===== config.mk =====
export PLATFORM = sky130hd
export DESIGN_NAME = agc_flag_regs
export DESIGN_NICKNAME = d
export VERILOG_FILES = /design/src/hw/agc_flag_regs.v /design/src/hw/debounce_channel.v
export VERILOG_INCLUDE_DIRS = /design/src /design/src/hw
export SDC_FILE = /design/constraint.sdc
export NUM_CORES = 1
export LEC_CHECK = 0
export BUFFER_PORTS_ARGS = -buffer_cell sky130_fd_sc_hd__buf_4
export CAP_MARGIN = 5
export CORE_ASPECT_RATIO = 1.75
export CORE_MARGIN = 5
export CORE_UTILIZATION = 30
export DETAILED_ROUTE_END_ITERATION = 10
export GPL_ROUTABILITY_DRIVEN = 0
export HOLD_SLACK_MARGIN = 0.15
export SYNTH_ARGS = -nofsm -noshare
export SYNTH_HDL_FRONTEND = slang
export SYNTH_SLANG_ARGS = --single-unit

===== constraint.sdc =====
create_clock -name clock -period 5.3 [get_ports clock]
set_clock_uncertainty 0.15 [all_clocks]
set_input_delay 0.265 -clock clock [delete_from_list [all_inputs] [get_ports clock]]
set_output_delay 0.265 -clock clock [all_outputs]
set_load 0.005 [all_outputs]

===== src/hw/agc_regs_map.vh =====
// register offsets, field positions, reset values and timing for the agc flag block
`ifndef AGC_REGS_MAP_VH
`define AGC_REGS_MAP_VH

// ----------------------------------------
// register offsets
// ----------------------------------------
`define OFS_LEFT_AGC_DEBOUNCE        7'h22
`define OFS_RIGHT_AGC_DEBOUNCE       7'h23
`define OFS_ADC_FLAGS                7'h24
`define OFS_DAC_POWER_OUTPUT_CONFIG  7'h25

// ----------------------------------------
// reset values
// ----------------------------------------
`define RST_AGC_DEBOUNCE             8'h00
`define RST_DAC_POWER_OUTPUT_CONFIG  8'h00
`define RST_HP_COMMON_MODE           2'h0

// ----------------------------------------
// field positions
// ----------------------------------------
`define NOISE_DEB_MSB                7
`define NOISE_DEB_LSB                3
`define SIGNAL_DEB_MSB               2
`define SIGNAL_DEB_LSB               0
`define FLAG_LEFT_PGA                7
`define FLAG_LEFT_POWER              6
`define FLAG_LEFT_SIGNAL             5
`define FLAG_LEFT_SAT                4
`define FLAG_RIGHT_PGA               3
`define FLAG_RIGHT_POWER             2
`define FLAG_RIGHT_SIGNAL            1
`define FLAG_RIGHT_SAT               0
`define DAC_LEFT_POWER               7
`define DAC_RIGHT_POWER              6
`define HP_COMMON_MSB                5
`define HP_COMMON_LSB                4
`define HP_COMMON_RESERVED           2'h3
`define AGC_GAIN_TOP                 7'h77

// ----------------------------------------
// timing
// ----------------------------------------
`define CLOCK_PERIOD_NS              4
`define DEBOUNCE_STEP_NS             500000
`define DEBOUNCE_STEP_CYCLES         (`DEBOUNCE_STEP_NS / `CLOCK_PERIOD_NS)

`endif


===== src/hw/agc_flag_regs.v =====
// agc debounce, adc flag and dac power registers with their control logic
`timescale 1ns/1ps
`include "agc_regs_map.vh"
module agc_flag_regs #(
   parameter STEP_CYCLES = `DEBOUNCE_STEP_CYCLES
) (
   // clock and reset
   input  wire       clock,
   input  wire       resetn,
   // decoded control bus access
   input  wire [6:0] reg_addr,
   input  wire [7:0] reg_wdata,
   input  wire       reg_write,
   input  wire       reg_read,
   output reg  [7:0] reg_rdata,
   // mode
   input  wire       double_rate_audio,
   // left record channel state
   input  wire [6:0] left_pga_programmed,
   input  wire [6:0] left_pga_applied,
   input  wire       left_adc_powered,
   input  wire [4:0] left_noise_threshold,
   input  wire       left_below_threshold,
   input  wire [7:0] left_agc_applied_gain,
   input  wire [6:0] left_agc_max_gain,
   // right record channel state
   input  wire [6:0] right_pga_programmed,
   input  wire [6:0] right_pga_applied,
   input  wire       right_adc_powered,
   input  wire [4:0] right_noise_threshold,
   input  wire       right_below_threshold,
   input  wire [7:0] right_agc_applied_gain,
   input  wire [6:0] right_agc_max_gain,
   // dac power and headphone common output
   output reg        left_dac_power,
   output reg        right_dac_power,
   output reg  [1:0] headphone_common_output
);

   // ----------------------------------------
   // declarations
   // ----------------------------------------
   reg  [7:0]  left_agc_debounce;
   reg  [7:0]  right_agc_debounce;
   reg  [7:0]  adc_flags;
   reg  [16:0] step_count;
   reg         step_tick;
   reg  [7:0]  next_rdata;
   reg  [7:0]  next_flags;
   reg         next_left_dac;
   reg         next_right_dac;
   reg  [1:0]  next_hp_mode;
   wire [16:0] step_limit;
   wire [6:0]  left_max_eff;
   wire [6:0]  right_max_eff;
   wire        left_silence;
   wire        right_silence;
   wire        write_left_deb;
   wire        write_right_deb;
   wire        write_dac;

   // ----------------------------------------
   // half-millisecond step generator
   // ----------------------------------------
   // under double rate the audio clock runs twice as fast, so each
   // step is half as long and the programmed times shrink by half
   assign step_limit = double_rate_audio ? STEP_CYCLES[17:1] - 17'h00001 :
                                          STEP_CYCLES[16:0] - 17'h00001;

   always @(posedge clock) begin
      if (!resetn) begin
         step_count <= 17'h00000;
         step_tick  <= 1'b0;
      end else if (step_count >= step_limit) begin
         step_count <= 17'h00000;
         step_tick  <= 1'b1;
      end else begin
         step_count <= step_count + 17'h00001;
         step_tick  <= 1'b0;
      end
   end

   // ----------------------------------------
   // register writes
   // ----------------------------------------
   assign write_left_deb  = reg_write && (reg_addr == `OFS_LEFT_AGC_DEBOUNCE);
   assign write_right_deb = reg_write && (reg_addr == `OFS_RIGHT_AGC_DEBOUNCE);
   assign write_dac       = reg_write && (reg_addr == `OFS_DAC_POWER_OUTPUT_CONFIG);

   always @(posedge clock) begin
      if (!resetn) begin
         left_agc_debounce  <= `RST_AGC_DEBOUNCE;
         right_agc_debounce <= `RST_AGC_DEBOUNCE;
      end else begin
         if (write_left_deb) begin
            left_agc_debounce  <= reg_wdata;
         end
         if (write_right_deb) begin
            right_agc_debounce <= reg_wdata;
         end
      end
   end

   // ----------------------------------------
   // dac power and headphone common output mode
   // ----------------------------------------
   // reserved low bits are not stored
   always @* begin
      next_left_dac  = left_dac_power;
      next_right_dac = right_dac_power;
      next_hp_mode   = headphone_common_output;
      if (write_dac) begin
         next_left_dac  = reg_wdata[`DAC_LEFT_POWER];
         next_right_dac = reg_wdata[`DAC_RIGHT_POWER];
         // the reserved code would leave the driver undefined, keep the old mode
         if (reg_wdata[`HP_COMMON_MSB:`HP_COMMON_LSB] != `HP_COMMON_RESERVED) begin
            next_hp_mode = reg_wdata[`HP_COMMON_MSB:`HP_COMMON_LSB];
         end
      end
   end

   always @(posedge clock) begin
      if (!resetn) begin
         left_dac_power          <= 1'b0;
         right_dac_power         <= 1'b0;
         headphone_common_output <= `RST_HP_COMMON_MODE;
      end else begin
         left_dac_power          <= next_left_dac;
         right_dac_power         <= next_right_dac;
         headphone_common_output <= next_hp_mode;
      end
   end

   // ----------------------------------------
   // signal detection debounce per channel
   // ----------------------------------------
   debounce_channel left_debounce (
      .clock           (clock),
      .resetn          (resetn),
      .step_tick       (step_tick),
      .detect_enable   (left_noise_threshold != 5'h00),
      .below_threshold (left_below_threshold),
      .noise_code      (left_agc_debounce[`NOISE_DEB_MSB:`NOISE_DEB_LSB]),
      .signal_code     (left_agc_debounce[`SIGNAL_DEB_MSB:`SIGNAL_DEB_LSB]),
      .silence         (left_silence)
   );

   debounce_channel right_debounce (
      .clock           (clock),
      .resetn          (resetn),
      .step_tick       (step_tick),
      .detect_enable   (right_noise_threshold != 5'h00),
      .below_threshold (right_below_threshold),
      .noise_code      (right_agc_debounce[`NOISE_DEB_MSB:`NOISE_DEB_LSB]),
      .signal_code     (right_agc_debounce[`SIGNAL_DEB_MSB:`SIGNAL_DEB_LSB]),
      .silence         (right_silence)
   );

   // ----------------------------------------
   // adc flag register
   // ----------------------------------------
   // maximum gain codes past the top step all mean the top step
   assign left_max_eff  = (left_agc_max_gain  > `AGC_GAIN_TOP) ? `AGC_GAIN_TOP :
                          left_agc_max_gain;
   assign right_max_eff = (right_agc_max_gain > `AGC_GAIN_TOP) ? `AGC_GAIN_TOP :
                          right_agc_max_gain;

   always @* begin
      next_flags = 8'h00;
      next_flags[`FLAG_LEFT_PGA]     = (left_pga_applied == left_pga_programmed);
      next_flags[`FLAG_LEFT_POWER]   = left_adc_powered;
      next_flags[`FLAG_LEFT_SIGNAL]  = left_silence;
      next_flags[`FLAG_LEFT_SAT]     = (left_agc_applied_gain == {1'b0, left_max_eff});
      next_flags[`FLAG_RIGHT_PGA]    = (right_pga_applied == right_pga_programmed);
      next_flags[`FLAG_RIGHT_POWER]  = right_adc_powered;
      next_flags[`FLAG_RIGHT_SIGNAL] = right_silence;
      next_flags[`FLAG_RIGHT_SAT]    = (right_agc_applied_gain == {1'b0, right_max_eff});
   end

   // refreshed every cycle; a read only samples it
   always @(posedge clock) begin
      if (!resetn) begin
         adc_flags <= 8'h00;
      end else begin
         adc_flags <= next_flags;
      end
   end

   // ----------------------------------------
   // register reads
   // ----------------------------------------
   always @* begin
      next_rdata = 8'h00;
      case (reg_addr)
         `OFS_LEFT_AGC_DEBOUNCE: begin
            next_rdata = left_agc_debounce;
         end
         `OFS_RIGHT_AGC_DEBOUNCE: begin
            next_rdata = right_agc_debounce;
         end
         `OFS_ADC_FLAGS: begin
            next_rdata = adc_flags;
         end
         `OFS_DAC_POWER_OUTPUT_CONFIG: begin
            // low four bits always read zero whatever was written
            next_rdata = {left_dac_power, right_dac_power,
                          headphone_common_output, 4'h0};
         end
         default: begin
            next_rdata = 8'h00;
         end
      endcase
   end

   always @(posedge clock) begin
      if (!resetn) begin
         reg_rdata <= 8'h00;
      end else if (reg_read) begin
         reg_rdata <= next_rdata;
      end
   end

endmodule // agc_flag_regs


===== src/hw/debounce_channel.v =====
// one channel of agc noise and signal detection debounce
`timescale 1ns/1ps
module debounce_channel (
   // clock and reset
   input  wire       clock,
   input  wire       resetn,
   // time base
   input  wire       step_tick,
   // detection inputs
   input  wire       detect_enable,
   input  wire       below_threshold,
   // debounce codes
   input  wire [4:0] noise_code,
   input  wire [2:0] signal_code,
   // debounced status
   output reg        silence
);

   reg  [11:0] count;
   wire [11:0] noise_steps;
   wire [11:0] signal_steps;
   wire [11:0] target;
   wire [11:0] count_inc;
   wire [4:0]  noise_over;

   // ----------------------------------------
   // code to half-millisecond steps
   // ----------------------------------------
   // codes 0..7 give 0,1,2,4..64 steps; above that 128 steps per code past 7
   assign noise_over   = noise_code - 5'h07;
   assign noise_steps  = (noise_code == 5'h00) ? 12'h000 :
                         (noise_code[4:3] == 2'h0) ?
                         (12'h001 << (noise_code[2:0] - 3'h1)) :
                         {noise_over, 7'h00};
   assign signal_steps = (signal_code == 3'h0) ? 12'h000 :
                         (12'h001 << (signal_code - 3'h1));
   assign target       = below_threshold ? noise_steps : signal_steps;
   assign count_inc    = count + 12'h001;

   // ----------------------------------------
   // debounce
   // ----------------------------------------
   always @(posedge clock) begin
      if (!resetn) begin
         count   <= 12'h000;
         silence <= 1'b0;
      end else if (!detect_enable) begin
         // detection off: status held clear
         count   <= 12'h000;
         silence <= 1'b0;
      end else if (below_threshold == silence) begin
         count   <= 12'h000;
      end else if (target == 12'h000) begin
         silence <= below_threshold;
         count   <= 12'h000;
      end else if (step_tick) begin
         if (count_inc >= target) begin
            silence <= below_threshold;
            count   <= 12'h000;
         end else begin
            count   <= count_inc;
         end
      end
   end

endmodule // debounce_channel


; ---- After elaboration in Yosys (flattened, before gate mapping)
; Cells that the tools add are included.
[word_totals]
elab_cells = 93
output_inout_bits = 12
reg_bits = 80
input_bits = 92
[classes]
n_shift = 4
magnitude_cmp = 5
n_bitwise = 5
n_reduce_logical = 25
mux = 21
n_addsub = 9
eq_ne = 11
[op_table]
columns = operator, count
row1 = $mux 12, 10
row2 = $shl 1x3->12 const A, 4
row3 = $pmux 8 s4, 1
row4 = $eq 7x6->1 const B, 4
row5 = $add 12x1->12 const B, 2
row6 = $ge 12x12->1, 2
row7 = $logic_not 12->1, 2
row8 = $add 17x1->17 const B, 1
row9 = $ge 17x17->1, 1
row10 = $mux 17, 1
row11 = $eq 8x7->1, 2
row12 = $eq 7x7->1, 2
row13 = $gt 7x7->1 const B, 2
row14 = $mux 7, 2
row15 = $sub 3x1->3 const B, 4
row16 = $logic_not 5->1, 2
row17 = $reduce_bool 5->1, 2
row18 = $sub 5x3->5 const B, 2
row19 = $reduce_bool 2->1, 4
row20 = $reduce_or 4->1, 2
row21 = $mux 1, 7
row22 = $logic_not 3->1, 2
row23 = $reduce_and 2->1, 3
row24 = $reduce_and 3->1, 2
row25 = other kinds (6), 14

; ---- Longest topological paths before layout
; Gate-level depths: netlist (run 1).
[depth]
word_depth = 9
depth_mapped = 14
depth_no_buf = 14

; ---- By module
; Synthesis (run 1) repeated with hierarchy kept, for this count alone.
[unflattened]
hier_cells = 679
area_unflattened_um2 = 5870.6
[by_module_without_submodules]
columns = mod, cells_per_inst, instances, area_each_um2, seq_area_each_um2
row1 = debounce_channel, 190, 2, 1549.0, 260.2
row2 = agc_flag_regs, 299, 1, 2772.7, 1081.0

; ---- Worst setup path before layout (run 1)
; Ideal clock, no wire load.
[synth_path]
path_type = register -> register
start = reg left_agc_debounce[3]
end = reg left_debounce.count[11]
path_slack_ps = 2157
n_path_buf = 0
path_stages_with_launch = 14
t_arrival_ps = 2923
period_less_slack_ps = 3143
setup_time_ps = 70
required_ps = 5080
path_cell_list = dfxtp_1 -> inv_1 -> ha_1 -> nor3_1 -> a21oi_1 -> nor2_1 -> a32oi_1 -> ha_1 -> a211o_1 -> a31oi_1 -> o221ai_2 -> a211o_1 -> or4_1 -> a21oi_1
[synth_between]
elab_chain_cells = 7
elab_cells_between_ends = 11
cone_classes = add/sub (2) / order compare (1) / shift (1) / mux (4) / reduce/logical (3)
[synth_rtl]
columns = item, line_no
row1 = from (decl), agc_flag_regs.v:43  ; reg [7:0] left_agc_debounce;
row2 = from (signal assigned), agc_flag_regs.v:92  ; left_agc_debounce <= `RST_AGC_DEBOUNCE;
row3 = from (signal assigned), agc_flag_regs.v:96  ; left_agc_debounce <= reg_wdata;
row4 = $sub 3x1->3, debounce_channel.v:33  ; (12'h001 << (noise_code[2:0] - 3'h1)) :
row5 = $shl 1x3->12, debounce_channel.v:33
row6 = $mux 12, debounce_channel.v:32  ; (noise_code[4:3] == 2'h0) ?
row7 = $mux 12 *, debounce_channel.v:31  ; assign noise_steps = (noise_code == 5'h00) ? 12'h000 :
row8 = $mux 12 *, debounce_channel.v:37  ; assign target = below_threshold ? noise_steps : signal_steps;
row9 = $ge 12x12->1 / $logic_not 12->1 (equally long branches), "debounce_channel.v:57, debounce_channel.v:53"
row10 = $mux 12 / $reduce_or 4->1 (equally long branches), -
row11 = to (signal assigned), debounce_channel.v:61  ; count <= count_inc;
row12 = to (decl), debounce_channel.v:19  ; reg [11:0] count;
; Every way passes the cells marked *; elsewhere a longest branch is shown, timed or not.
; A chain may end at the register's enable or synchronous reset.

; ---- Worst setup path after layout (run 1)
[layout_path]
start = in right_below_threshold
end = reg right_debounce.count[2]
[layout_between]
elab_chain_cells = 3
elab_cells_between_ends = 6
cone_classes = order compare (1) / eq/ne (1) / mux (2) / reduce/logical (2)
[layout_rtl]
columns = item, line_no
row1 = from (decl), agc_flag_regs.v:31  ; input wire right_below_threshold,
row2 = $mux 12, debounce_channel.v:37
row3 = $ge 12x12->1 / $logic_not 12->1 (equally long branches), "debounce_channel.v:57, debounce_channel.v:53"
row4 = $mux 12 / $reduce_or 4->1 (equally long branches), -
row5 = to (signal assigned), debounce_channel.v:61
row6 = to (decl), debounce_channel.v:19
; Several ways; a longest one is shown, not always the timed one.

==> key figures, run 1 <==
Timing
  – Post-route setup TNS: 0 ns
  – Max-slew violations: 0
  – Unrepaired setup endpoints after global routing: false
  – Min Tclk post-route: around 3.6 ns
  – Slew @ Worst Pin: ~1.2 ns
  – Fmax: 276 MHz
  – Final setup vio count: 0
  – Rel. slew slack: 21.7%
  – Post-route clock period utilization: approximately two thirds
  – Hold slack: between 0.15 and 0.2 ns
  – Final Hold Fails: 0

Yosys
  – Xor/xnor cell area share of the yosys netlist: approximately a tenth
  – Post-synthesis mux area share: less than 1%
  – Combinational family with the most area after synthesis: simple AND/OR/NAND/NOR gates
  – Cell taking the most area after synthesis: dfxtp_1
  – Number of flops mapped to enable cells by yosys: 0
  – Post-synthesis adder-cell area fraction: between 10 and 15%
  – Synth cell count leaders: 80 x dfxtp_1, 75 x nand2_1, 52 x nor2_1
  – Most frequent cell after synthesis: dfxtp_1
  – Synthesized net count: a little over 800
  – Simple-gate share of the synthesized area: a little over a quarter
  – Synth top area cells: dfxtp_1 29%, ha_1 10%, xnor2_1 6.3%
  – Seq/Total Area, Yosys: 28.7%
  – Synthesized cell area: approximately 0.0056 mm2
  – Primary FF master, synth: dfxtp_1
  – Yosys warnings: 0
  – Cells after Synth: slightly below 700
  – Synth cell types: 65
  – Top cell type's share of synthesized area: between 20% and 30%
  – Synthesized flop and latch total: 80
  – Compound-Gate Fraction of Synth Area: between 20% and 30%
  – FFs w/ async S/R, synth: 0%
  – Mean area per synthesized cell: ~8.1 um2

Clocking
  – TritonCTS Buffers: 9
  – Clock slew at reported path FFs: 0.07 ns
  – Post-CTS setup buffer count: 0
  – Clock Sinks: 80
  – Post-cts resize count: 0
  – Root buffer cell: clkbuf_16
  – H-tree depth: 3
  – Clk Latency, worst-skew pair: 0.35 ns
  – Clock buffer depth: 2
  – CTS tree: done

Route
  – Routed vias/inst: just over 5
  – Routed Wire Length: roughly 16000 um
  – Drt pass-1 iters: 4
  – Drt wl/cell: around 15 um
  – Vias: 5451
  – Iter 0 DRT Violations: around 210
  – Antenna viol nets, final: 0
  – Post-route DRC: 0

Cells and area
  – Area Overhead vs Synth: 27.1%
  – Ant diodes: 0
  – Layout fillers: 1891
  – Layout Nets: about 940
  – Fin util: roughly two fifths
  – Share of cells above drive strength 1: about 17%

Die
  – Die Width: around 110 um
  – Rows: between 60 and 70
  – Die ar.: between 0.02 and 0.025 mm2
  – Core area: ~0.018 mm2
  – Die H: 190 um
  – I/O pins: 104
  – Initial Util: 30.3%

Worst setup path
  – FF-to-FF Start: right_agc_debounce[3]$_SDFFE_PN0P_
  – Setup crit start kind: primary input
  – Levels on crit path: 12
  – CP arrival: approximately 3.8 ns
  – Setup crit end kind: flop
  – CP peak stage delay: 0.56 ns
  – Kind of critical path: in2reg
  – Crit path max fanout: 9
  – R2R Setup Slk: ~1.7 ns
  – CP Data Required Time: 5.42 ns
  – R2R depth: 13
  – Crit-path leading delay family: simple AND/OR/NAND/NOR gates
  – Cells along the critical path: dlygate4sd3_1, buf_4, or3b_1, nor2_1, a32oi_1, ha_1, a211oi_1, o21ai_0, a41oi_1, o211ai_1, or3b_2, a31oi_1
  – Worst reg2reg endpoint: right_debounce.count[2]$_SDFFE_PP0P_
  – Slowest library cell on the worst path: dlygate4sd3_1
  – Crit path buffers/inverters: 2

Placed design
  – IO buf count: roughly 100
  – DP HPWL: ~12000 um

Power
  – Pleak: between 2 and 3 nW
  – Cell Pwr Density: between 150 and 200 mW/mm2
  – Peak supply drop: 228 uV

Global route
  – Vias in the first global route: 5692
  – Largest net degree at the start of global routing: 42
  – First-pass GRT wire length: 26400 um
  – Total track usage: about 15%
  – Remaining Overflow, GRT: 0
  – Initial antenna violation count: 0

Flow run
  – Max-cap violation count: 0

Min path
  – Hold endpoint: left_agc_debounce[5]$_SDFFE_PN0P_
  – HP Class: in2reg
  – Min-Delay Startpoint: reg_write
  – Number of stages on the worst hold path: 3

Status
  – Outcome: complete, no violations
[metrics by stage]
stage          instances  total power [mW]  instance area [um2]  setup slack [ns]
4_1_cts             1049              1.39                 7080              1.65
3_5_place_dp        1008             0.752                 6550              1.71
3_3_place_gp        1008             0.751                 6550              1.77
6_report            1049              1.37                 7080              1.68
5_1_grt             1049              1.42                 7080              1.35
2_1_floorplan        690             0.681                 5580              2.16
[final cells by class]
cell class	instances	area, um2	area share [%]
Tap cell	238	298	4.20
Timing Repair Buffer	131	1050	14.8
Clock inverter	7	62.6	0.883
Sequential cell	80	1600	22.6
Clock buffer	9	225	3.18
Inverter	23	86.3	1.22
Multi-Input combinational cell	561	3760	53.1
[cells in the final DEF, fill, tap and decap left out, types with 4 or more instances in the layout]
cell | synthesis | layout
buf_4 | 1 | 106
dfxtp_1 | 80 | 80
nand2_1 | 75 | 75
nor2_1 | 52 | 52
ha_1 | 46 | 46
nand3_1 | 44 | 44
xnor2_1 | 40 | 40
a21oi_1 | 37 | 37
dlygate4sd3_1 | 0 | 25
inv_1 | 22 | 22
xor2_1 | 21 | 21
nand4_1 | 21 | 21
a21boi_0 | 18 | 18
a22oi_1 | 16 | 16
nor3_1 | 14 | 14
o21ai_0 | 14 | 14
and2_1 | 14 | 14
nor2b_1 | 12 | 12
or3_1 | 11 | 11
and3_1 | 9 | 9
a211oi_1 | 9 | 9
clkbuf_16 | 0 | 9
a31oi_1 | 8 | 8
o22ai_1 | 8 | 8
o21a_1 | 7 | 7
a22o_1 | 7 | 7
nand2b_1 | 7 | 7
nor4_1 | 5 | 5
mux2i_1 | 4 | 4
a32oi_1 | 4 | 4
a222oi_1 | 4 | 4
o211ai_1 | 4 | 4
a31oi_2 | 4 | 4
a211o_1 | 4 | 4
[cells by family after synthesis]
family | after synthesis
adders and majority gates | 46
and+or+nand+nor | 290
xor gates and xnor gates | 61
muxes | 5
DFF | 80
buffers and inverters | 49
AOI/OAI and AO/OA | 159
[state kept, by name, indices dropped and copies added, names as in the netlist, 2 cells and up]
name / flops
left_agc_debounce: 8
right_debounce.count: 12
adc_flags: 8
right_agc_debounce: 8
reg_rdata: 8
headphone_common_output: 2
left_debounce.count: 12
step_count: 17
[what timing repair did]
action | CTS | global route
hold buffers | 25 | 0
hold endpoints to repair | 28 | 0
endpoints found under the setup margin | 0 | 0
[power breakdown]
| group | leakage [nW] | internal, mW | total [mW] | switching [mW] |
|---|---|---|---|---|
| combinational | 1.94 | 0.0834 | 0.142 | 0.0584 |
| sequential | 0.646 | 0.606 | 0.610 | 0.00442 |
| clock | 0.145 | 0.330 | 0.621 | 0.292 |
| total | 2.73 | 1.02 | 1.37 | 0.355 |
[how the worst max path moves through the flow]
| stage | startpoint | end |
|---|---|---|
| finish | right_below_threshold | right_debounce.count[2]$_SDFFE_PP0P_ |
| floorplan | left_agc_debounce[3]$_SDFFE_PN0P_ | left_debounce.count[11]$_SDFFE_PP0P_ |
| global route | right_agc_debounce[3]$_SDFFE_PN0P_ | right_debounce.count[2]$_SDFFE_PP0P_ |
| global placement | right_agc_debounce[3]$_SDFFE_PN0P_ | right_debounce.count[2]$_SDFFE_PP0P_ |
| CTS | right_below_threshold | right_debounce.count[2]$_SDFFE_PP0P_ |
| detailed placement | right_agc_debounce[3]$_SDFFE_PN0P_ | right_debounce.count[2]$_SDFFE_PP0P_ |
[worst min-delay path: stages]
cell,delay (ns)
buf_4,0.19
nand3_1,0.09
a21boi_0,0.06
[layer usage]
| layer | wire (um) | part of all wire [%] | global-route usage (%) |
|---|---|---|---|
| met4 | 559 | 3.6 | 7.45 |
| met2 | 8790 | 56 | 29.6 |
| met5 | 0 | 0 | 0 |
| met3 | 535 | 3.4 | 1.97 |
| met1 | 5850 | 37 | 14.8 |
Power figures use the tool's default switching activity.
==> run 2, diff against run 1 <==
--- a/config.mk
+++ b/config.mk
@@ -6,6 +6,7 @@
 export SDC_FILE = /design/constraint.sdc
 export NUM_CORES = 1
 export LEC_CHECK = 0
+export ABC_AREA = 1
 export BUFFER_PORTS_ARGS = -buffer_cell sky130_fd_sc_hd__buf_4
 export CAP_MARGIN = 5
 export CORE_ASPECT_RATIO = 1.75
==> constraint.sdc (replaced) <==
create_clock -name clock -period 3.4 [get_ports clock]
set_clock_uncertainty 0.15 [all_clocks]
set_input_delay 0.17 -clock clock [delete_from_list [all_inputs] [get_ports clock]]
set_output_delay 0.17 -clock clock [all_outputs]
set_load 0.005 [all_outputs]
==> run 2 against run 1 <==
Compared with the run above: sequential share of layout area decreased by 1.1 points; power increased by 68%; count of clock-buffer cells in the layout increased by 3; worst hold slack improved by 0.061 ns.
==> key figures, run 2 <==
Timing
  – Post-route setup TNS: 0 ns (unchanged)
  – Final setup vio count: 0 (unchanged)
  – Slew @ Worst Pin: 0.594 ns (-0.576 ns)
  – Max-slew violations: 0 (unchanged)
  – Final Hold Fails: 0 (unchanged)
  – Post-route clock period utilization: 94.5%
  – Min Tclk post-route: 3.21 ns
  – Rel. slew slack: 60.1% (+38 points)
  – Fmax: slightly above 300 MHz

Cells and area
  – Max reg flops: 17 (unchanged)
  – Layout fillers: 2024 (+7.0%)
  – Ant diodes: 0 (unchanged)
  – Fin util: 40.0% (+1.6 points)
  – Post-route cell area: 0.00747 mm2 (+5.5%)
  – Multi-input gate area: 0.00355 mm2 (-5.8%)
  – Share of cells above drive strength 1: 18.4% (+1.3 points)
  – Commonest cells after routing, fill and taps aside: 183 x nand2_1, 116 x inv_1, 109 x buf_4
  – Layout Nets: 1132 (+20%)
  – Most common cell after layout, fill and taps aside: nand2_1
  – Register area: 0.00161 mm2 (+0.55%)
  – Area Overhead vs Synth: 30.9%
  – Largest Register: step_count
  – Largest regs: step_count (17), left_debounce.count (12), right_debounce.count (12)
  – Non-Filler Instances: 1237 (+18%)

Yosys
  – Cell taking the most area after synthesis: dfxtp_1
  – Xor/xnor cell area share of the yosys netlist: 6.75% (-2.8 points)
  – Number of flops mapped to enable cells by yosys: 0 (unchanged)
  – Synth cell count leaders: 183 x nand2_1, 118 x inv_1, 101 x nor2_1
  – Primary FF master, synth: dfxtp_1
  – Mean area per synthesized cell: 6.69 um2 (-17%)
  – Simple-gate share of the synthesized area: 31.1% (+4.4 points)
  – Compound-Gate Fraction of Synth Area: 14.0% (-6.1 points)
  – Synthesized net count: 991 (+20%)
  – Synthesized flop and latch total: 80 (unchanged)
  – Seq/Total Area, Yosys: 28.1% (-0.67 points)
  – Post-synthesis mux area share: 0% (-0.92 points)
  – Yosys warnings: 0 (unchanged)
  – Synthesized cell area: 0.00571 mm2 (+2.4%)
  – FFs w/ async S/R, synth: 0% (unchanged)
  – Top cell type's share of synthesized area: 28.1% (-0.67 points)
  – Combinational family with the most area after synthesis: simple AND/OR/NAND/NOR gates
  – Post-synthesis adder-cell area fraction: 10.1% (-0.24 points)
  – Cells after Synth: 853 (+24%)
  – Most frequent cell after synthesis: nand2_1
  – Synth top area cells: dfxtp_1 28%, nand2_1 12%, ha_1 10%
  – Synth cell types: 44 (-32%)

Global route
  – Largest net degree at the start of global routing: 20 (-52%)
  – First-pass GRT wire length: 25200 um (-4.8%)
  – Vias in the first global route: 5751 (+1.0%)
  – Total track usage: 14.2% (-0.73 points)
  – Initial antenna violation count: 1 (+1)
  – Remaining Overflow, GRT: 0 (unchanged)

Worst setup path
  – Setup crit end kind: flop
  – CP Data Required Time: 3.54 ns (-1.88 ns)
  – CP peak stage delay: 0.59 ns (+0.03 ns)
  – Cells along the critical path: dlygate4sd3_1, buf_4, clkinvlp_4, a211oi_1, dlygate4sd3_1, o21ai_0, dlygate4sd3_1, nor4_1, dlygate4sd3_1
  – Kind of critical path: in2reg
  – Crit-path most repeated cell: dlygate4sd3_1
  – CP arrival: 3.35 ns (-0.40 ns)
  – Setup crit start kind: primary input
  – Crit path max fanout: 9 (unchanged)
  – Slowest library cell on the worst path: dlygate4sd3_1

Status
  – Outcome: complete, no violations

Clocking
  – Clock Sinks: 80 (unchanged)
  – H-tree depth: 3 (unchanged)
  – Clock buffer depth: 2 (unchanged)
  – TritonCTS Buffers: 9 (unchanged)
  – Root buffer cell: clkbuf_16
  – Clock slew at reported path FFs: 0.06 ns (about the same)
  – Clk Latency, worst-skew pair: 0.35 ns (about the same)
  – CTS tree: done

Power
  – Pint: 1.77 mW (+74%)
  – P_sw: 0.528 mW (+49%)
  – Clock Power Share: 47.1% (+1.9 points)
  – Pleak: 3.38 nW (+24%)
  – Peak supply drop: 246 uV (+7.8%)
  – Sw Share: 22.9% (-2.9 points)
  – Cell Pwr Density: 308 mW/mm2 (+59%)
  – Seq pwr share: 41.4% (-3.0 points)
  – Combinational power share: 11.5% (+1.2 points)

Die
  – Die H: 192 um (+1.1%)
  – Die ar.: 0.0220 mm2 (+2.2%)
  – Die Width: 114 um (+1.1%)
  – Rows: 66 (unchanged)
  – Core area: 0.0187 mm2 (+1.3%)
  – I/O pins: 104 (unchanged)
  – Initial Util: 30.6% (+0.32 points)

Route
  – Vias: 5750 (+5.5%)
  – Routed vias/inst: 4.65 (-11%)
  – Drt wl/cell: 12.4 um (-17%)
  – Routed Wire Length: 15400 um (-2.4%)
  – Drt pass-1 iters: 4 (unchanged)
  – Post-route DRC: 0 (unchanged)
  – Antenna viol nets, final: 0 (unchanged)
  – Iter 0 DRT Violations: 162 (-24%)

Placed design
  – Placed Cells: 1179 (+17%)
  – DP Area: 0.00670 mm2 (+2.3%)
  – DP HPWL: 12200 um (-0.35%)
  – IO buf count: 103 (unchanged)

Flow run
  – Max-cap violation count: 0 (unchanged)

Min path
  – HP Class: in2reg
run 2: area by class of cell:
cell class	count	share of cell area [%]
Sequential cell	80	21.6
Clock buffer	12	3.43
Timing Repair Buffer	148	16.2
Multi-Input combinational cell	630	47.5
Clock inverter	4	1.02
Inverter	125	6.36
Tap cell	238	3.99
run 2: cell families (layout without fill, tap and decap cells):
| logic type | after synthesis | after routing |
|---|---|---|
| AOI/OAI and AO/OA | 140 | 140 |
| adders and majority gates | 46 | 46 |
| xor gates and xnor gates | 44 | 44 |
| and+or+nand+nor | 400 | 400 |
| buffers and inverters | 143 | 289 |
| DFF | 80 | 80 |
run 2: per-stage QoR:
stage | hold WS [ns] | power (mW) | worst slack, ns
after global routing | 0.291 | 2.41 | -0.0120
after CTS | 0.220 | 2.33 | 0.0633
after global placement | 0.202 | 1.20 | 0.522
after detailed placement | 0.207 | 1.20 | 0.472
final | 0.226 | 2.30 | 0.186
after floorplan | 0.118 | 1.09 | 0.835
run 2: path summary, 6_finish.rpt:
check / startpoint / endpoint / slack, ns / cells after the start
worst max-delay path: resetn / adc_flags[0]$_SDFF_PN0_ / 0.19 / 9
worst min-delay path: double_rate_audio / step_tick$_SDFF_PN0_ / 0.23 / 6
worst max register to register: right_agc_debounce[4]$_SDFFE_PN0P_ / right_debounce.silence$_SDFFE_PN0P_ / 0.25 / 18
worst min register to register: left_debounce.silence$_SDFFE_PN0P_ / adc_flags[5]$_SDFF_PN0_ / 0.31 / 2
run 2: worst max-delay path: cells and delay by family:
kind                   cells  cell delay, ns
AOI/OAI and AO/OA          2            0.24
and+or+nand+nor            1            0.29
buffers and inverters      6            2.65
run 2: power by group through the flow:
stage	Combinational [mW]	Sequential [mW]	Clock, mW
after floorplan	0.119	0.973	0
after global placement	0.227	0.975	0
after detailed placement	0.229	0.975	0
after CTS	0.263	0.954	1.12
after global routing	0.296	0.953	1.16
final	0.264	0.953	1.08
run 2: what timing repair did:
| item | CTS | global route |
|---|---|---|
| setup endpoints to repair | 0 | 3 |
| endpoints found under the hold margin | 38 | 0 |
| hold buffers | 39 | 0 |
| buffers inserted | 0 | 3 |
| gates resized for setup | 0 | 11 |
run 2: layer usage:
metal	part of all wire, %	GRT usage (%)	up-vias
met5	0	0	-
met4	2.7	6.26	0
met3	4.7	2.76	29
met2	55	28.1	134
met1	38	13.8	2558
li1	-	-	3029
==> run 3, diff against run 2 <==
--- a/config.mk
+++ b/config.mk
@@ -12,9 +12,11 @@
 export CORE_ASPECT_RATIO = 1.75
 export CORE_MARGIN = 5
 export CORE_UTILIZATION = 30
+export CTS_CLUSTER_DIAMETER = 80
 export DETAILED_ROUTE_END_ITERATION = 10
 export GPL_ROUTABILITY_DRIVEN = 0
 export HOLD_SLACK_MARGIN = 0.15
 export SYNTH_ARGS = -nofsm -noshare
 export SYNTH_HDL_FRONTEND = slang
+export SYNTH_HIERARCHICAL = 1
 export SYNTH_SLANG_ARGS = --single-unit
==> run 3 against run 2 <==
Compared with the run above: synthesized area up 5.9%; count of clock-buffer cells in the layout down 3; register-to-register slack about the same; power down 7.7%; sequential power about the same; sequential cell count unchanged; worst hold slack worse by 0.053 ns.
==> key figures, run 3 <==
Status
  – Outcome: complete, no violations

Clocking
  – Clock slew at reported path FFs: 0.07 ns (about the same)
  – CTS tree: done
  – Clock Sinks: 80 (unchanged)
  – Clk Latency, worst-skew pair: 0.34 ns (about the same)
  – Clock buffer depth: 2 (unchanged)
  – H-tree depth: 3 (unchanged)
  – TritonCTS Buffers: 9 (unchanged)
  – Root buffer cell: clkbuf_16

Cells and area
  – Post-route cell area: 0.00774 mm2 (+3.7%)
  – Largest Register: step_count
  – Commonest cells after routing, fill and taps aside: 181 x nand2_1, 111 x inv_1, 109 x buf_4
  – Area Overhead vs Synth: 28.2%
  – Share of cells above drive strength 1: 20.2% (+1.8 points)
  – Layout fillers: 2076 (+2.6%)
  – Non-Filler Instances: 1286 (+4.0%)
  – Ant diodes: 0 (unchanged)
  – Most common cell after layout, fill and taps aside: nand2_1
  – Largest regs: step_count (17), left_debounce/count (12), right_debounce/count (12)
  – Max reg flops: 17 (unchanged)
  – Layout Nets: 1174 (+3.7%)

Timing
  – Min Tclk post-route: 3.17 ns (-0.0429 ns)
  – Unrepaired setup endpoints after global routing: false
  – Slew @ Worst Pin: 0.689 ns (+0.0955 ns)
  – Post-route setup TNS: 0 ns (unchanged)
  – Post-route clock period utilization: 93.3% (-1.3 points)
  – Final setup vio count: 0 (unchanged)
  – PnR worst setup slack: 0.229 ns (+0.0429 ns)
  – Max-slew violations: 0 (unchanged)
  – Final Hold Fails: 0 (unchanged)
  – Rel. slew slack: 54.0% (-6.2 points)
  – Fmax: 315 MHz (+1.4%)

Power
  – Power Total: 2.13 mW (-7.7%)
  – P_sw: 0.543 mW (+3.0%)
  – Combinational power share: 11.8% (+0.3 points)
  – Clock Power Share: 43.3% (-3.8 points)
  – Cell Pwr Density: 274 mW/mm2 (-11%)
  – Seq pwr share: 44.9% (+3.5 points)
  – Pint: 1.58 mW (-11%)
  – Sw Share: 25.6% (+2.7 points)
  – Pleak: 3.37 nW (-0.23%)
  – Peak supply drop: 299 uV (+22%)

Yosys
  – Yosys warnings: 6 (+6)
  – Cells after Synth: 894 (+4.8%)
  – Most frequent cell after synthesis: nand2_1
  – Cell taking the most area after synthesis: dfxtp_1
  – Mean area per synthesized cell: 6.76 um2 (+1.0%)
  – Primary FF master, synth: dfxtp_1
  – Number of flops mapped to enable cells by yosys: 0 (unchanged)
  – Synthesized net count: 1032 (+4.1%)
  – Synth cell count leaders: 181 x nand2_1, 112 x inv_1, 103 x nor2_1
  – Seq/Total Area, Yosys: 26.5% (-1.6 points)
  – Synthesized cell area: 0.00604 mm2 (+5.9%)
  – Synth top area cells: dfxtp_1 27%, nand2_1 11%, ha_1 9.5%
  – FFs w/ async S/R, synth: 0% (unchanged)
  – Synthesized flop and latch total: 80 (unchanged)
  – Synth cell types: 32 (-27%)
  – Top cell type's share of synthesized area: 26.5% (-1.6 points)

Die
  – Core area: 0.0198 mm2 (+6.2%)
  – Die H: 198 um (+2.7%)
  – I/O pins: 104 (unchanged)
  – Die Width: 117 um (+2.6%)
  – Die ar.: 0.0232 mm2 (+5.4%)
  – Initial Util: 30.5% (-0.11 points)
  – Rows: 68 (+3.0%)

Placed design
  – Dpl ws: 0.468 ns (-0.00395 ns)
  – DP Area: 0.00700 mm2 (+4.6%)
  – IO buf count: 103 (unchanged)
  – Placed Cells: 1225 (+3.9%)
  – DP HPWL: 13500 um (+10%)

Worst setup path
  – Cells along the critical path: dlygate4sd3_1, buf_4, clkinvlp_4, nor3_1, dlygate4sd3_1, nand3_1, dlygate4sd3_1, nor2_1, dlygate4sd3_1
  – CP arrival: 3.31 ns (-0.04 ns)
  – CP Data Required Time: 3.54 ns (about the same)
  – Crit-path leading delay family: buffers and inverters
  – Crit path buffers/inverters: 6 (unchanged)
  – Crit path max fanout: 26 (+17)
  – Setup crit start kind: primary input
  – CP peak stage delay: 0.58 ns (about the same)
  – Crit-path most repeated cell: dlygate4sd3_1
  – Setup crit end kind: flop
  – Kind of critical path: in2reg
  – Slowest library cell on the worst path: dlygate4sd3_1

Route
  – Routed Wire Length: 16900 um (+10%)
  – Wire length on met2: 9610 um (+15%)
  – Post-route DRC: 0 (unchanged)
  – Wl on met1: 6060 um (+3.9%)
  – Iter 0 DRT Violations: 162 (unchanged)
  – Routed wl met3: 528 um (-27%)
  – Routed vias/inst: 4.71 (+1.3%)
  – Drt wl/cell: 13.2 um (+6.0%)
  – Vias: 6058 (+5.4%)
  – Antenna viol nets, final: 0 (unchanged)
  – Uppermost layer routed: met4
  – Drt pass-1 iters: 4 (unchanged)

Global route
  – Initial antenna violation count: 0 (-1)
  – Largest net degree at the start of global routing: 32 (+60%)
  – Remaining Overflow, GRT: 0 (unchanged)
  – Total track usage: 15.0% (+0.84 points)
  – Vias in the first global route: 6237 (+8.5%)
  – First-pass GRT wire length: 28100 um (+11%)

Flow run
  – Max-cap violation count: 0 (unchanged)

Min path
  – HP Class: in2reg
==> run 3: cell types whose count changed after synthesis, sizes merged, moves of 4 or more <==
cell and change:
buf +4, nand3 +48, nor4 -6, or2 -5, inv -7, a21oi -6
o31ai -4, nand3b +4, o21ai -6, nor2 +24, o211ai -5, xnor2 +7
==> run 3: worst paths after layout <==
| path | start | end | slack [ns] | cells past startpoint |
|---|---|---|---|---|
| setup reg to reg | left_agc_debounce[3]$_SDFFE_PN0P_ | left_debounce/silence$_SDFFE_PN0P_ | 0.26 | 18 |
| setup / recovery | resetn | adc_flags[0]$_SDFF_PN0_ | 0.23 | 9 |
| hold reg to reg | right_debounce/silence$_SDFFE_PN0P_ | adc_flags[1]$_SDFF_PN0_ | 0.32 | 2 |
| hold / removal | double_rate_audio | step_tick$_SDFF_PN0_ | 0.17 | 4 |
==> run 3: per-stage QoR <==
step,util [%],hold WS (ns)
finish,39.1,0.173
floorplan,-,0.118
CTS,38.9,0.162
global route,39.1,0.197
detailed placement,35.3,0.211
global placement,35.3,0.209
==> run 3: layer usage <==
metal / up-vias / global-route usage (%)
met5: - / 0
met2: 123 / 29.6
met4: 0 / 7.27
met3: 42 / 2.32
met1: 2735 / 14.6
li1: 3158 / -
==> run 3: what timing repair did <==
item | in CTS | in global routing
endpoints found under the hold margin | 38 | 0
buffers inserted | 0 | 3
endpoints found under the setup margin | 0 | 2
resized for setup | 0 | 6
hold buffers | 42 | 0
==> run 3: cell families after synthesis <==
family / synth area share [%]
adder cells (fa/ha/maj): 9.52
buffers and inverters: 9.61
XOR/XNOR: 7.54
AND/OR/NAND/NOR: 36.7
AO/OA/AOI/OAI: 10.1
flip-flops: 26.5
==> run 3: area by class of cell <==
cell class              count  area (um2)  area share (%)
inverters                 117         443            5.72
repair buffers            151        1240            16.0
flip-flops and latches     80        1600            20.7
well taps                 245         307            3.96
multi-input cells         677        3870            50.0
clock inverters             7        53.8           0.695
clock buffers               9         225            2.91
==> run 3: power by group through the flow <==
| stage | sequential, mW | clock (mW) | combinational [mW] |
|---|---|---|---|
| after floorplan | 0.972 | 0 | 0.106 |
| after global placement | 0.975 | 0 | 0.216 |
| after detailed placement | 0.975 | 0 | 0.218 |
| after CTS | 0.953 | 0.955 | 0.250 |
| after global routing | 0.954 | 0.994 | 0.278 |
| final | 0.954 | 0.920 | 0.252 |
==> run 3: worst register-to-register path: stages, from the launching register on <==
cell and delay (ns):
dfxtp_2 0.40, inv_1 0.11, ha_1 0.25, inv_1 0.11, nor2_4 0.04, nand2_4 0.09, nand2_1 0.05, nor2_1 0.08
nand2_1 0.07, ha_1 0.30, nand2_1 0.06, nor2_1 0.14, and2_1 0.14, nand2_1 0.05, nand4_1 0.11, nand2_1 0.08
a21oi_1 0.17, nor2_1 0.07, dlygate4sd3_1 0.55
